File: config.mk
export PLATFORM = sky130hd
export DESIGN_NAME = locality_access_arbiter
export DESIGN_NICKNAME = d
export VERILOG_FILES = /design/src/locality_access_pkg.sv /design/src/locality_access_arbiter.sv
export SDC_FILE = /design/constraint.sdc
export NUM_CORES = 1
export LEC_CHECK = 0
export BUFFER_PORTS_ARGS = -buffer_cell sky130_fd_sc_hd__buf_2
export CAP_MARGIN = 30
export CORE_ASPECT_RATIO = 1.75
export CORE_MARGIN = 3
export CORE_UTILIZATION = 45
export CTS_CLUSTER_DIAMETER = 100
export DETAILED_ROUTE_END_ITERATION = 12
export PLACE_DENSITY = 0.76
export SLEW_MARGIN = 20
export SYNTH_ARGS = -nofsm -noshare
export SYNTH_HDL_FRONTEND = slang
export SYNTH_SLANG_ARGS = --single-unit
File: constraint.sdc
create_clock -name mclk -period 2.9 [get_ports mclk]
set_input_delay 0.58 -clock mclk [delete_from_list [all_inputs] [get_ports mclk]]
set_output_delay 0.58 -clock mclk [all_outputs]
set_load 0.02 [all_outputs]
File: src/locality_access_pkg.sv
// constants and types shared by the locality access arbiter
`default_nettype none

package locality_access_pkg;

  // ----------------------------------------------------------------
  // address map
  // ----------------------------------------------------------------
  localparam int         ADDR_W  = 5;
  localparam int         IDX_LSB = 2;
  localparam int         NUM_LOC = 5;
  localparam logic [2:0] LOC_CNT = 3'h5;

  // ----------------------------------------------------------------
  // field positions of the access control register
  // ----------------------------------------------------------------
  localparam int         BIT_VALID   = 7;
  localparam int         BIT_OWNER   = 5;
  localparam int         BIT_TAKEN   = 4;
  localparam int         BIT_SEIZE   = 3;
  localparam int         BIT_WAITING = 2;
  localparam int         BIT_REQUEST = 1;
  localparam logic [7:0] WRITE_MASK  = 8'h3A;
  localparam logic [4:0] LOC_NONE    = 5'h00;

  // ----------------------------------------------------------------
  // timing
  // ----------------------------------------------------------------
  localparam int         CLK_PERIOD_NS  = 10;
  localparam int         VALID_DELAY_NS = 100;
  localparam int         VALID_CYCLES   = VALID_DELAY_NS / CLK_PERIOD_NS;
  localparam logic [3:0] VALID_CNT_MAX  = 4'(VALID_CYCLES);

  // ----------------------------------------------------------------
  // types
  // ----------------------------------------------------------------
  typedef struct packed {
    logic registerValidFlag;
    logic reserved;
    logic ownerFlag;
    logic ownershipTakenFlag;
    logic seize;
    logic otherRequestWaiting;
    logic ownershipRequestBit;
    logic establishment;
  } access_reg_t;

  typedef struct packed {
    logic [4:0] ownerFlag;
    logic [4:0] ownershipTakenFlag;
    logic [4:0] otherRequestWaiting;
    logic [4:0] ownershipRequestBit;
  } arb_state_t;

  typedef enum logic [0:0] {RD_WAIT, RD_ANSWER} rd_state_t;

endpackage

`default_nettype wire

File: src/locality_access_arbiter.sv
// locality ownership arbiter with per-locality access control registers
//
// Chosen here: the Avalon-MM slave port and the placing of the registers.
`default_nettype none

// Contract
// reads wait until the register valid flag is settled and true
// valid flag never read as one while other fields are unsettled
// valid flag rises within the reset timing window
// reserved bit ignores writes and reads zero
// owner flag reads one only for the owning locality
// owner writing one to its owner flag releases ownership
// on release, highest pending requester becomes owner
// non-owner with request set writing owner flag cancels request
// non-owner without request writing owner flag has no effect
// free device grants a new request within the short timeout
// queued request granted within the short timeout after release
// seized owner gets taken flag; writing one clears it
// seize clears owner flag of every lower priority owner
// seize leaves request bits of other localities unchanged
// seizer becomes owner, drops its request, waiting bits cleared if none
// successful seize aborts the running command
// seize from equal or lower priority than owner is ignored
// request write sets waiting bit of every other locality
// grant with no other requests clears all waiting bits
// cancel clears waiting bits by count of remaining requests
// writes to the waiting bit are ignored
// zero fields are ignored; multi-field writes are ignored
// request bit set by writing one, cleared at grant, zero ignored
// fixed field layout of the access control register
// priority rises with locality number; one register per locality
// seize reads zero; locality zero seize ignored while owned

module locality_access_arbiter
  import locality_access_pkg::*;
(
  input  wire logic              mclk,
  input  wire logic              rstn,
  input  wire logic [ADDR_W-1:0] address,
  input  wire logic              read,
  input  wire logic              write,
  input  wire logic [3:0]        byteenable,
  input  wire logic [31:0]       writedata,
  output var  logic [31:0]       readdata,
  output var  logic              waitrequest,
  output var  logic [4:0]        ownerMask,
  output var  logic              abortCmd
);

  // ----------------------------------------------------------------
  // helpers
  // ----------------------------------------------------------------
  // highest set bit wins, matching locality priority
  function automatic logic [2:0] topIndex(input logic [4:0] v);
    logic [2:0] idx;
    idx = 3'h0;
    for (int i = 0; i < NUM_LOC; i++) begin
      if (v[i]) begin
        idx = 3'(i);
      end
    end
    return idx;
  endfunction

  function automatic logic [4:0] locBit(input logic [2:0] i);
    return 5'(5'h01 << i);
  endfunction

  // ----------------------------------------------------------------
  // state
  // ----------------------------------------------------------------
  arb_state_t  st;
  arb_state_t  next_st;
  logic        next_abortCmd;
  logic [3:0]  validCnt;
  logic [3:0]  next_validCnt;
  logic        regValid;
  logic        next_regValid;
  rd_state_t   rdState;
  rd_state_t   next_rdState;
  logic [31:0] next_readdata;

  // ----------------------------------------------------------------
  // decode
  // ----------------------------------------------------------------
  logic [2:0] locSel;
  logic       locHit;
  logic [4:0] selBit;
  logic       wrEn;
  logic [7:0] fields;
  logic       single;
  logic [2:0] ownerIdx;
  logic       ownedNow;
  logic       grantPending;
  logic       settled;
  logic       seizeOk;
  logic [4:0] remaining;
  access_reg_t view;

  assign locSel   = address[ADDR_W-1:IDX_LSB];
  assign locHit   = (address[IDX_LSB-1:0] == 2'h0) && (locSel < LOC_CNT);
  assign selBit   = locHit ? locBit(locSel) : LOC_NONE;
  assign wrEn     = write && byteenable[0] && locHit;
  // reserved, valid and waiting bits are masked off here
  assign fields   = writedata[7:0] & WRITE_MASK;
  assign single   = $onehot(fields);
  assign ownerIdx = topIndex(st.ownerFlag);
  assign ownedNow = (st.ownerFlag != LOC_NONE);
  assign grantPending = !ownedNow && (st.ownershipRequestBit != LOC_NONE);
  // a pending grant means the owner field is about to change
  assign settled  = regValid && !grantPending;
  // when free any locality may seize, zero included
  assign seizeOk  = !ownedNow || (locSel > ownerIdx);
  assign remaining = st.ownershipRequestBit & ~selBit;

  // ----------------------------------------------------------------
  // arbitration
  // ----------------------------------------------------------------
  always_comb begin
    next_st       = st;
    next_abortCmd = 1'b0;
    if (wrEn && single) begin
      if (fields[BIT_OWNER]) begin
        if (st.ownerFlag[locSel]) begin
          next_st.ownerFlag = LOC_NONE;
        end else if (st.ownershipRequestBit[locSel]) begin
          next_st.ownershipRequestBit = remaining;
          if (remaining == LOC_NONE) begin
            next_st.otherRequestWaiting = LOC_NONE;
          end else if ($onehot(remaining)) begin
            next_st.otherRequestWaiting = st.otherRequestWaiting & ~remaining;
          end
        end
      end else if (fields[BIT_TAKEN]) begin
        next_st.ownershipTakenFlag = st.ownershipTakenFlag & ~selBit;
      end else if (fields[BIT_SEIZE]) begin
        if (seizeOk) begin
          next_st.ownershipTakenFlag = st.ownershipTakenFlag | st.ownerFlag;
          next_st.ownerFlag = selBit;
          next_st.ownershipRequestBit = remaining;
          if (remaining == LOC_NONE) begin
            next_st.otherRequestWaiting = LOC_NONE;
          end
          next_abortCmd = 1'b1;
        end
      end else if (fields[BIT_REQUEST]) begin
        if (!st.ownerFlag[locSel] && !st.ownershipRequestBit[locSel]) begin
          next_st.ownershipRequestBit = st.ownershipRequestBit | selBit;
          next_st.otherRequestWaiting = st.otherRequestWaiting | ~selBit;
        end
      end
    end else if (grantPending) begin
      // one cycle after release or request; far inside the short timeout
      next_st.ownerFlag = locBit(topIndex(st.ownershipRequestBit));
      next_st.ownershipRequestBit =
        st.ownershipRequestBit & ~locBit(topIndex(st.ownershipRequestBit));
      if ($onehot(st.ownershipRequestBit)) begin
        next_st.otherRequestWaiting = LOC_NONE;
      end
    end
  end

  always_ff @(posedge mclk or negedge rstn) begin
    if (!rstn) begin
      st       <= '0;
      abortCmd <= 1'b0;
    end else begin
      st       <= next_st;
      abortCmd <= next_abortCmd;
    end
  end

  assign ownerMask = st.ownerFlag;

  // ----------------------------------------------------------------
  // valid flag after reset
  // ----------------------------------------------------------------
  always_comb begin
    next_validCnt = validCnt;
    next_regValid = regValid;
    if (!regValid) begin
      next_validCnt = 4'(validCnt + 4'h1);
      if (validCnt == VALID_CNT_MAX - 4'h1) begin
        next_regValid = 1'b1;
      end
    end
  end

  always_ff @(posedge mclk or negedge rstn) begin
    if (!rstn) begin
      validCnt <= 4'h0;
      regValid <= 1'b0;
    end else begin
      validCnt <= next_validCnt;
      regValid <= next_regValid;
    end
  end

  // ----------------------------------------------------------------
  // read path
  // ----------------------------------------------------------------
  always_comb begin
    view                     = '0;
    view.registerValidFlag   = settled;
    view.ownerFlag           = st.ownerFlag[locSel];
    view.ownershipTakenFlag  = st.ownershipTakenFlag[locSel];
    view.otherRequestWaiting = st.otherRequestWaiting[locSel];
    view.ownershipRequestBit = st.ownershipRequestBit[locSel];
  end

  always_comb begin
    next_rdState  = rdState;
    next_readdata = readdata;
    case (rdState)
      RD_WAIT: begin
        if (read && settled) begin
          next_rdState  = RD_ANSWER;
          next_readdata = locHit ? {24'h000000, view} : 32'h00000000;
        end
      end
      RD_ANSWER: begin
        next_rdState = RD_WAIT;
      end
      default: begin
        next_rdState = RD_WAIT;
      end
    endcase
  end

  always_ff @(posedge mclk or negedge rstn) begin
    if (!rstn) begin
      rdState  <= RD_WAIT;
      readdata <= 32'h00000000;
    end else begin
      rdState  <= next_rdState;
      readdata <= next_readdata;
    end
  end

  // writes never stall; reads stretch until the cycle after the register is settled
  assign waitrequest = read && (rdState != RD_ANSWER);

  // ----------------------------------------------------------------
  // checks
  // ----------------------------------------------------------------
  localparam int VALID_WAIT = VALID_CYCLES;

  logic relEv;
  logic noReqEv;
  logic reqEv;
  logic seizeEv;
  logic cancelEv;

  assign relEv   = wrEn && single && fields[BIT_OWNER] && st.ownerFlag[locSel];
  assign noReqEv = wrEn && single && fields[BIT_OWNER] && !st.ownerFlag[locSel]
                   && !st.ownershipRequestBit[locSel];
  assign reqEv   = wrEn && single && fields[BIT_REQUEST] && !st.ownerFlag[locSel]
                   && !st.ownershipRequestBit[locSel];
  assign seizeEv = wrEn && single && fields[BIT_SEIZE];
  assign cancelEv = wrEn && single && fields[BIT_OWNER] && !st.ownerFlag[locSel]
                    && st.ownershipRequestBit[locSel];

  a_read_waits_valid: assert property (
    @(posedge mclk) disable iff (!rstn)
    read && !settled && rdState == RD_WAIT |=> !read || waitrequest)
    else $error("read answered before register settled");

  a_valid_means_settled: assert property (
    @(posedge mclk) disable iff (!rstn)
    read && !waitrequest && readdata[BIT_VALID] |-> $onehot0(st.ownerFlag) && !grantPending)
    else $error("valid flag returned while fields unsettled");

  a_valid_after_reset: assert property (
    @(posedge mclk) disable iff (!rstn)
    !regValid |-> ##[1:VALID_WAIT] regValid)
    else $error("valid flag late after reset");

  a_reserved_reads_zero: assert property (
    @(posedge mclk) disable iff (!rstn)
    read && !waitrequest |-> (readdata[7:0] & 8'h49) == 8'h00)
    else $error("reserved or seize bit read as one");

  a_owner_readback: assert property (
    @(posedge mclk) disable iff (!rstn)
    read && !waitrequest && locHit |-> readdata[BIT_OWNER] == st.ownerFlag[locSel])
    else $error("owner flag read back wrong");

  a_release_clears: assert property (
    @(posedge mclk) disable iff (!rstn)
    relEv |=> st.ownerFlag == LOC_NONE)
    else $error("owner release did not clear ownership");

  a_grant_when_free: assert property (
    @(posedge mclk) disable iff (!rstn)
    grantPending && !wrEn |=> $onehot(st.ownerFlag) && abortCmd == 1'b0)
    else $error("free device did not grant request");

  a_ignore_stray_cancel: assert property (
    @(posedge mclk) disable iff (!rstn)
    noReqEv |=> $stable(st.ownerFlag) && $stable(st.ownershipRequestBit)
                && $stable(st.otherRequestWaiting))
    else $error("stray owner write changed state");

  a_seize_aborts: assert property (
    @(posedge mclk) disable iff (!rstn)
    seizeEv && seizeOk |=> abortCmd ##1 (!abortCmd || $past(seizeEv && seizeOk)))
    else $error("seize did not pulse command abort");

  a_seize_low_ignored: assert property (
    @(posedge mclk) disable iff (!rstn)
    seizeEv && !seizeOk |=> $stable(st.ownerFlag) && !abortCmd)
    else $error("low priority seize took effect");

  a_request_waiting: assert property (
    @(posedge mclk) disable iff (!rstn)
    reqEv |=> (st.otherRequestWaiting | $past(selBit)) == 5'h1F)
    else $error("request did not flag other localities");

  a_waiting_read_only: assert property (
    @(posedge mclk) disable iff (!rstn)
    wrEn && writedata[7:0] == 8'h04 && !grantPending |=> $stable(st.otherRequestWaiting))
    else $error("write changed waiting bit");

  a_cancel_drops_request: assert property (
    @(posedge mclk) disable iff (!rstn)
    cancelEv |=> (st.ownershipRequestBit & $past(selBit)) == LOC_NONE && $stable(st.ownerFlag))
    else $error("cancel left request pending");

  a_request_sets_bit: assert property (
    @(posedge mclk) disable iff (!rstn)
    reqEv |=> (st.ownershipRequestBit & $past(selBit)) != LOC_NONE)
    else $error("request bit not set");

  a_release_hands_over: assert property (
    @(posedge mclk) disable iff (!rstn)
    relEv && st.ownershipRequestBit != LOC_NONE ##1 !wrEn
    |=> st.ownerFlag == locBit(topIndex($past(st.ownershipRequestBit))))
    else $error("release did not pass ownership to top requester");

  a_seize_marks_taken: assert property (
    @(posedge mclk) disable iff (!rstn)
    seizeEv && seizeOk |=> (st.ownershipTakenFlag & $past(st.ownerFlag)) == $past(st.ownerFlag)
                           && st.ownerFlag == $past(selBit))
    else $error("seize did not move ownership or mark taken");

  a_seize_keeps_requests: assert property (
    @(posedge mclk) disable iff (!rstn)
    seizeEv && seizeOk |=>
    st.ownershipRequestBit == ($past(st.ownershipRequestBit) & ~$past(selBit)))
    else $error("seize changed other request bits");

endmodule // locality_access_arbiter

`default_nettype wire

==> qor.yml, run 1 <==
status: "finished, violations left"
failed_checks: "setup timing"
drv_slew: 0
synth_cell_types: 60
hold_path_class: "in2async"
met2_usage: 0.435
route.vias.total: 2387
period_needed_ns: 3.26
synth_edf_count: 0
crit_type: "in2reg"
synth_warnings: 0
async_reset_ff_frac: 1.00
die_w_um: 62.5
viasPerCell: 5.58
synth_top_cell_area_share: 0.319
path_cells: "buf_6 -> or4b_4 -> o21ai_4 -> inv_2 -> fa_1 -> fa_2 -> ha_4 -> nor2_2 -> nand3_1 -> a41o_1 -> buf_4 -> o21ai_1 -> o41ai_4"
fin_crit_sh: 1.13
maxSlewHeadroom: 0.501
drc: 0
synth.avg_cell_area_um2: 8.82
rr_worst_depth: 11
worst_slack_ns: -0.365
fmax_ghz: 0.306
clk_pin_slew_ns: 0.07
p_per_area_nw_per_um2: 345
setup_viol: 14
peakVddDrop_mv: 0.300
cts_tree: "done"
finalClockSkew_ns: 0.00743
leakagePower_uw: 0.00161
mostFrequentLayoutCells: "buf_4, dfrtp_1, conb_1, buf_2, nand2_1"
syn_area_um2: 2510
synth_fa_ha_area_frac: 0.0996
syn_to_final_growth_pct: 33.4
ctsRootBufferMaster: "clkbuf_8"
worstMarginPinSlew_ns: 0.749
worst_ep_required_time_ns: 3.06
io_buffers: 25
path_delay_family: "adder cells"
use_met1: 0.220
antenna_found_initial: 0
drive_above_1_share: 0.387
synth-seq-cells: 32
drt_iter0_markers: 121
pre_cts_ws_ns: -0.718
rr_endpoint: "st[7]$_DFFE_PN0P_"
antenna_cells: 0
finish.instance_area_um2: 3350
path_max_fanout: 5
grt_pass1_vias: 2478
yosys.area_share.simple: 0.168
critPathBufInv: 3
ant_nets: 0
tns_ns: -2.68
wl_mm: 7.48
dr.pass1.iters: 4
post-synth-top-area-cell: "dfrtp_1"
synth-xor-area-share: 0.0105
grt_setup_unrepaired: "yes"
groute.usage.overall: 0.233
cp_slowest_cell: "or4b_4"
synth_top_family_by_area: "compound AO/OA/AOI/OAI gates"
clock_sinks: 32
gp_congestion: 0.949
num_io_pins: 84
synthMuxAreaShare: 0.0573
synth_area_leaders: "dfrtp_1, buf_4, ha_1"
critPathMaxStageDelay_ns: 0.56
busiest_layer: "met2"
core_area_um2: 5340
nets: 415
worstPathArrival_ns: 3.42
final_common_cell: "buf_4"
met3_usage: 0.0301
overflow: 0
ys.flop_type: "dfrtp_1"
synth_compound_area_frac: 0.202
dp_hpwl_mm: 5.47
die_h_um: 105
grt_max_degree: 33
cts_buffers: 5
initial_core_util: 0.470
r2r_slack_ns: 0.09
ys_seq_area_frac: 0.319
rows: 35
htree_levels: 2
post_dp_cell_area_um2: 2930
dieArea_um2: 6550
clock_path_buffers: 2
grt_pass1_wl_mm: 12.0
finalHoldViolCount: 0
cp-start-kind: "primary input"
end_kind: "flop"
maxCapViolCount: 0
syn_inst: 285
clock_latency_ns: 0.29
route.detailed.wl_per_inst_um: 17.5
[final cells by class]
type                            instances  area [um2]
Multi-Input combinational cell        218        1690
Sequential cell                        32         801
Clock buffer                            5        68.8
Timing Repair Buffer                   74         559
Tap cell                               74        92.6
Clock inverter                          3        42.5
Inverter                               22        95.1
Fill cell                             426        1990
[cells by family (layout without fill, tap and decap cells)]
group	after synthesis	in the layout
simple gates	83	83
compound gates	77	77
buf+inv	61	104
flops	32	32
fa+ha+maj	17	17
mux	11	11
xor+xnor	3	3
other cells	1	27
[synth_stat cells (2+ instances only)]
cell,number
o21ai_2,2
dfrtp_1,32
ha_1,12
o21ai_0,24
and3_1,2
nor2_1,18
fa_1,5
mux2_2,7
a31oi_1,3
o21ai_1,2
o31a_1,2
nor3_1,5
mux4_2,2
clkbuf_1,5
o221ai_1,2
nand4_1,3
a21oi_1,20
mux2i_1,2
o31ai_1,2
nor2b_1,3
nand3_1,11
xnor2_1,3
nand2b_1,3
or4_1,2
o22a_1,4
buf_4,32
inv_1,22
nand2_1,23
[metrics by stage]
stage / hold slack (ns) / power (uW) / cells / utilization
after global routing: 0.408 / 1210 / 428 / 0.627
after CTS: 0.371 / 1140 / 427 / 0.598
after floorplan: 0.284 / 641 / 311 / -
after global placement: 0.456 / 686 / 413 / 0.548
after detailed placement: 0.458 / 693 / 413 / 0.548
final: 0.356 / 1160 / 428 / 0.627
[routing by layer]
layer	up-vias	part of all wire
li1	1084	-
met1	1138	0.32
met2	124	0.55
met3	41	0.050
met4	0	0.078
met5	-	0
[worst max-delay path by stage]
stage	from	end	slack [ns]	cells past startpoint
floorplan	address[0]	st[5]$_DFFE_PN0P_	-0.50	11
global placement	address[0]	st[5]$_DFFE_PN0P_	-0.64	12
detailed placement	writedata[3]	st[6]$_DFFE_PN0P_	-0.72	13
CTS	address[0]	st[6]$_DFFE_PN0P_	-0.31	13
global route	address[0]	st[6]$_DFFE_PN0P_	-0.43	13
finish	address[0]	st[7]$_DFFE_PN0P_	-0.36	13
[where the power goes]
group / total, uW / internal (uW) / switching, uW
sequential: 469 / 457 / 12.2
clock: 431 / 254 / 177
combinational: 257 / 93.4 / 163
total: 1160 / 805 / 353
[what timing repair did]
action / in CTS / in global routing
buffers inserted: 7 / 2
hold buffers: 0 / 0
resized for setup: 23 / 35
gates cloned: 0 / 0
pin swaps: 12 / 15
setup endpoints to repair: 21 / 21
Power figures use the tool's default switching activity.
==> run 2, diff against run 1 <==
--- a/config.mk
+++ b/config.mk
@@ -5,6 +5,7 @@
 export SDC_FILE = /design/constraint.sdc
 export NUM_CORES = 1
 export LEC_CHECK = 0
+export ABC_AREA = 1
 export BUFFER_PORTS_ARGS = -buffer_cell sky130_fd_sc_hd__buf_2
 export CAP_MARGIN = 30
 export CORE_ASPECT_RATIO = 1.75
@@ -12,7 +13,7 @@
 export CORE_UTILIZATION = 45
 export CTS_CLUSTER_DIAMETER = 100
 export DETAILED_ROUTE_END_ITERATION = 12
-export PLACE_DENSITY = 0.76
+export PLACE_DENSITY = 0.75
 export SLEW_MARGIN = 20
 export SYNTH_ARGS = -nofsm -noshare
 export SYNTH_HDL_FRONTEND = slang
==> run 2 against run 1 <==
Net effect: first-iteration DRC count grew 6.6%; critical endpoint unchanged; worst setup slack better by 0.43 ns; synthesized cell count increased by 43%; sequential cell count is the same; design area is 6.1% higher; sequential power grew 9.8%; non-clock buffer count increased by 2; power grew 28%; wire length up 8.5%; the flow now finishes without violations.
==> qor.yml, run 2 <==
finalClockSkew_ns: 0.00399
clock_latency_ns: 0.29
finalHoldViolCount: 0
die_w_um: 66.0
finalPower_uw: 1480
yosysMostFrequentCell: "nand2_1"
synth_compound_area_frac: 0.122
fin_crit_sh: 0.976
groute.usage.overall: 0.237
drc: 0
final_common_cell: "nand2_1"
post-synth-top-area-cell: "dfrtp_1"
ant_nets: 0
mostFrequentLayoutCells: "nand2_1, buf_4, inv_1, dfrtp_1, o21ai_0"
synth-seq-cells: 32
worst_ep_required_time_ns: 3.09
ys_seq_area_frac: 0.283
rr_endpoint: "st[7]$_DFFE_PN0P_"
ys.flop_type: "dfrtp_1"
synth_area_leaders: "dfrtp_1, nand2_1, buf_4"
gp_congestion: 0.946
antenna_found_initial: 0
rows: 37
dieArea_um2: 7310
antenna_cells: 0
overflow: 0
status: "completed"
maxCapViolCount: 0
crit_type: "in2reg"
yosys.area_share.simple: 0.322
end_kind: "flop"
core_area_um2: 5970
r2r_slack_ns: 0.21
fmax_ghz: 0.353
grt_setup_unrepaired: "yes"
synthMuxAreaShare: 0
final_cells: 555
maxSlewHeadroom: 0.509
synth_top_cell_area_share: 0.283
async_reset_ff_frac: 1.00
grt_pass1_vias: 2850
viasPerCell: 5.13
cp-start-kind: "primary input"
cts_tree: "done"
holdBufCountCts: 0
grt_max_degree: 33
pre_cts_ws_ns: -0.349
leakagePower_uw: 0.00189
io_buffers: 25
setup_viol: 0
num_io_pins: 84
wl_mm: 8.12
htree_levels: 2
hold_path_class: "in2async"
grt_pass1_wl_mm: 13.4
p_per_area_nw_per_um2: 415
initial_core_util: 0.474
ctsRootBufferMaster: "clkbuf_8"
route.vias.total: 2848
synth_edf_count: 0
worst_slack_ns: 0.0690
synth_common_cells: "nand2_1, inv_1, buf_4"
critPathMaxStageDelay_ns: 0.50
drive_above_1_share: 0.275
worstPathArrival_ns: 3.02
syn_area_um2: 2830
path_cells: "buf_8 -> inv_4 -> nand2_4 -> nor2_4 -> nand2_4 -> nand2_4 -> inv_4 -> fa_1 -> fa_2 -> ha_4 -> nand3b_1 -> nand4_1 -> nand2_1 -> nand2_1 -> nand2_2 -> inv_2 -> nand3_4 -> nand2_1 -> nand2_1"
worstMarginPinSlew_ns: 0.736
clock_path_buffers: 2
dr.pass1.iters: 5
syn_to_final_growth_pct: 25.7
cts_buffers: 5
dp_hpwl_mm: 6.47
peakVddDrop_mv: 0.215
path_max_fanout: 5
synth_fa_ha_area_frac: 0.0884
synth_top_family_by_area: "simple AND/OR/NAND/NOR gates"
synth-xor-area-share: 0.00928
clk_pin_slew_ns: 0.07
die_h_um: 111
clock_sinks: 32
nets: 538
synth.avg_cell_area_um2: 6.95
drt_iter0_markers: 129
cp_slowest_cell: "fa_1"
drv_slew: 0
synth_cell_types: 38
synth_warnings: 0
dp_cells: 543
crit_top_cell: "nand2_1"
rr_worst_depth: 14
period_needed_ns: 2.83
syn_inst: 407
route.detailed.wl_per_inst_um: 14.6
-- run 2: layout make-up --
class | instances | area, um2
flip-flops and latches | 32 | 801
clock buffers | 5 | 68.8
repair buffers | 76 | 574
well taps | 78 | 97.6
clock inverters | 3 | 42.5
inverters | 52 | 204
fillers | 566 | 2410
multi-input cells | 309 | 1770
-- run 2: logic make-up after synthesis --
group | after synthesis
other | 1
buffers and inverters | 92
adders and majority gates | 17
and+or+nand+nor | 202
xor gates and xnor gates | 3
AOI/OAI and AO/OA | 60
DFF | 32
-- run 2: critical path: cells and delay by family --
kind                       cells  cell delay, ns
adders and majority gates      3            1.14
and+or+nand+nor               12            1.02
buffers and inverters          4            0.30
-- run 2: worst max-delay path by stage --
stage / start / cells past startpoint / end / slack [ns]
floorplan: address[2] / 18 / st[6]$_DFFE_PN0P_ / 0.009
global placement: address[3] / 17 / st[7]$_DFFE_PN0P_ / -0.30
detailed placement: address[3] / 17 / st[5]$_DFFE_PN0P_ / -0.35
CTS: address[1] / 17 / st[5]$_DFFE_PN0P_ / 0.003
global route: address[0] / 17 / st[8]$_DFFE_PN0P_ / -0.05
finish: address[1] / 19 / st[7]$_DFFE_PN0P_ / 0.07
-- run 2: report_power, final --
| group | switching (uW) | internal, uW | total [uW] |
|---|---|---|---|
| sequential | 40.1 | 475 | 515 |
| combinational | 338 | 189 | 526 |
| clock | 182 | 254 | 436 |
| total | 560 | 918 | 1480 |
-- run 2: per-layer routing --
layer / up-vias / wire length [um] / GRT usage
li1: 1381 / - / -
met1: 1336 / 2840 / 0.240
met2: 99 / 4440 / 0.442
met3: 32 / 373 / 0.0294
met4: 0 / 467 / 0.133
met5: - / 0 / 0
-- run 2: timing repair --
item,in CTS,in global routing
endpoints found under the setup margin,5,5
endpoints found under the hold margin,0,0
gates resized for setup,5,25
pin swaps,2,15
setup buffers,1,3
cloned,0,0
-- run 2: stage by stage --
step	util	setup TNS [ns]	hold WS, ns	instance area, um2
2_1_floorplan	-	0	0.284	3020
3_3_place_gp	0.555	-2.43	0.462	3310
3_5_place_dp	0.555	-3.56	0.468	3310
4_1_cts	0.577	0	0.359	3450
5_1_grt	0.596	-0.175	0.408	3560
6_report	0.596	0	0.339	3560
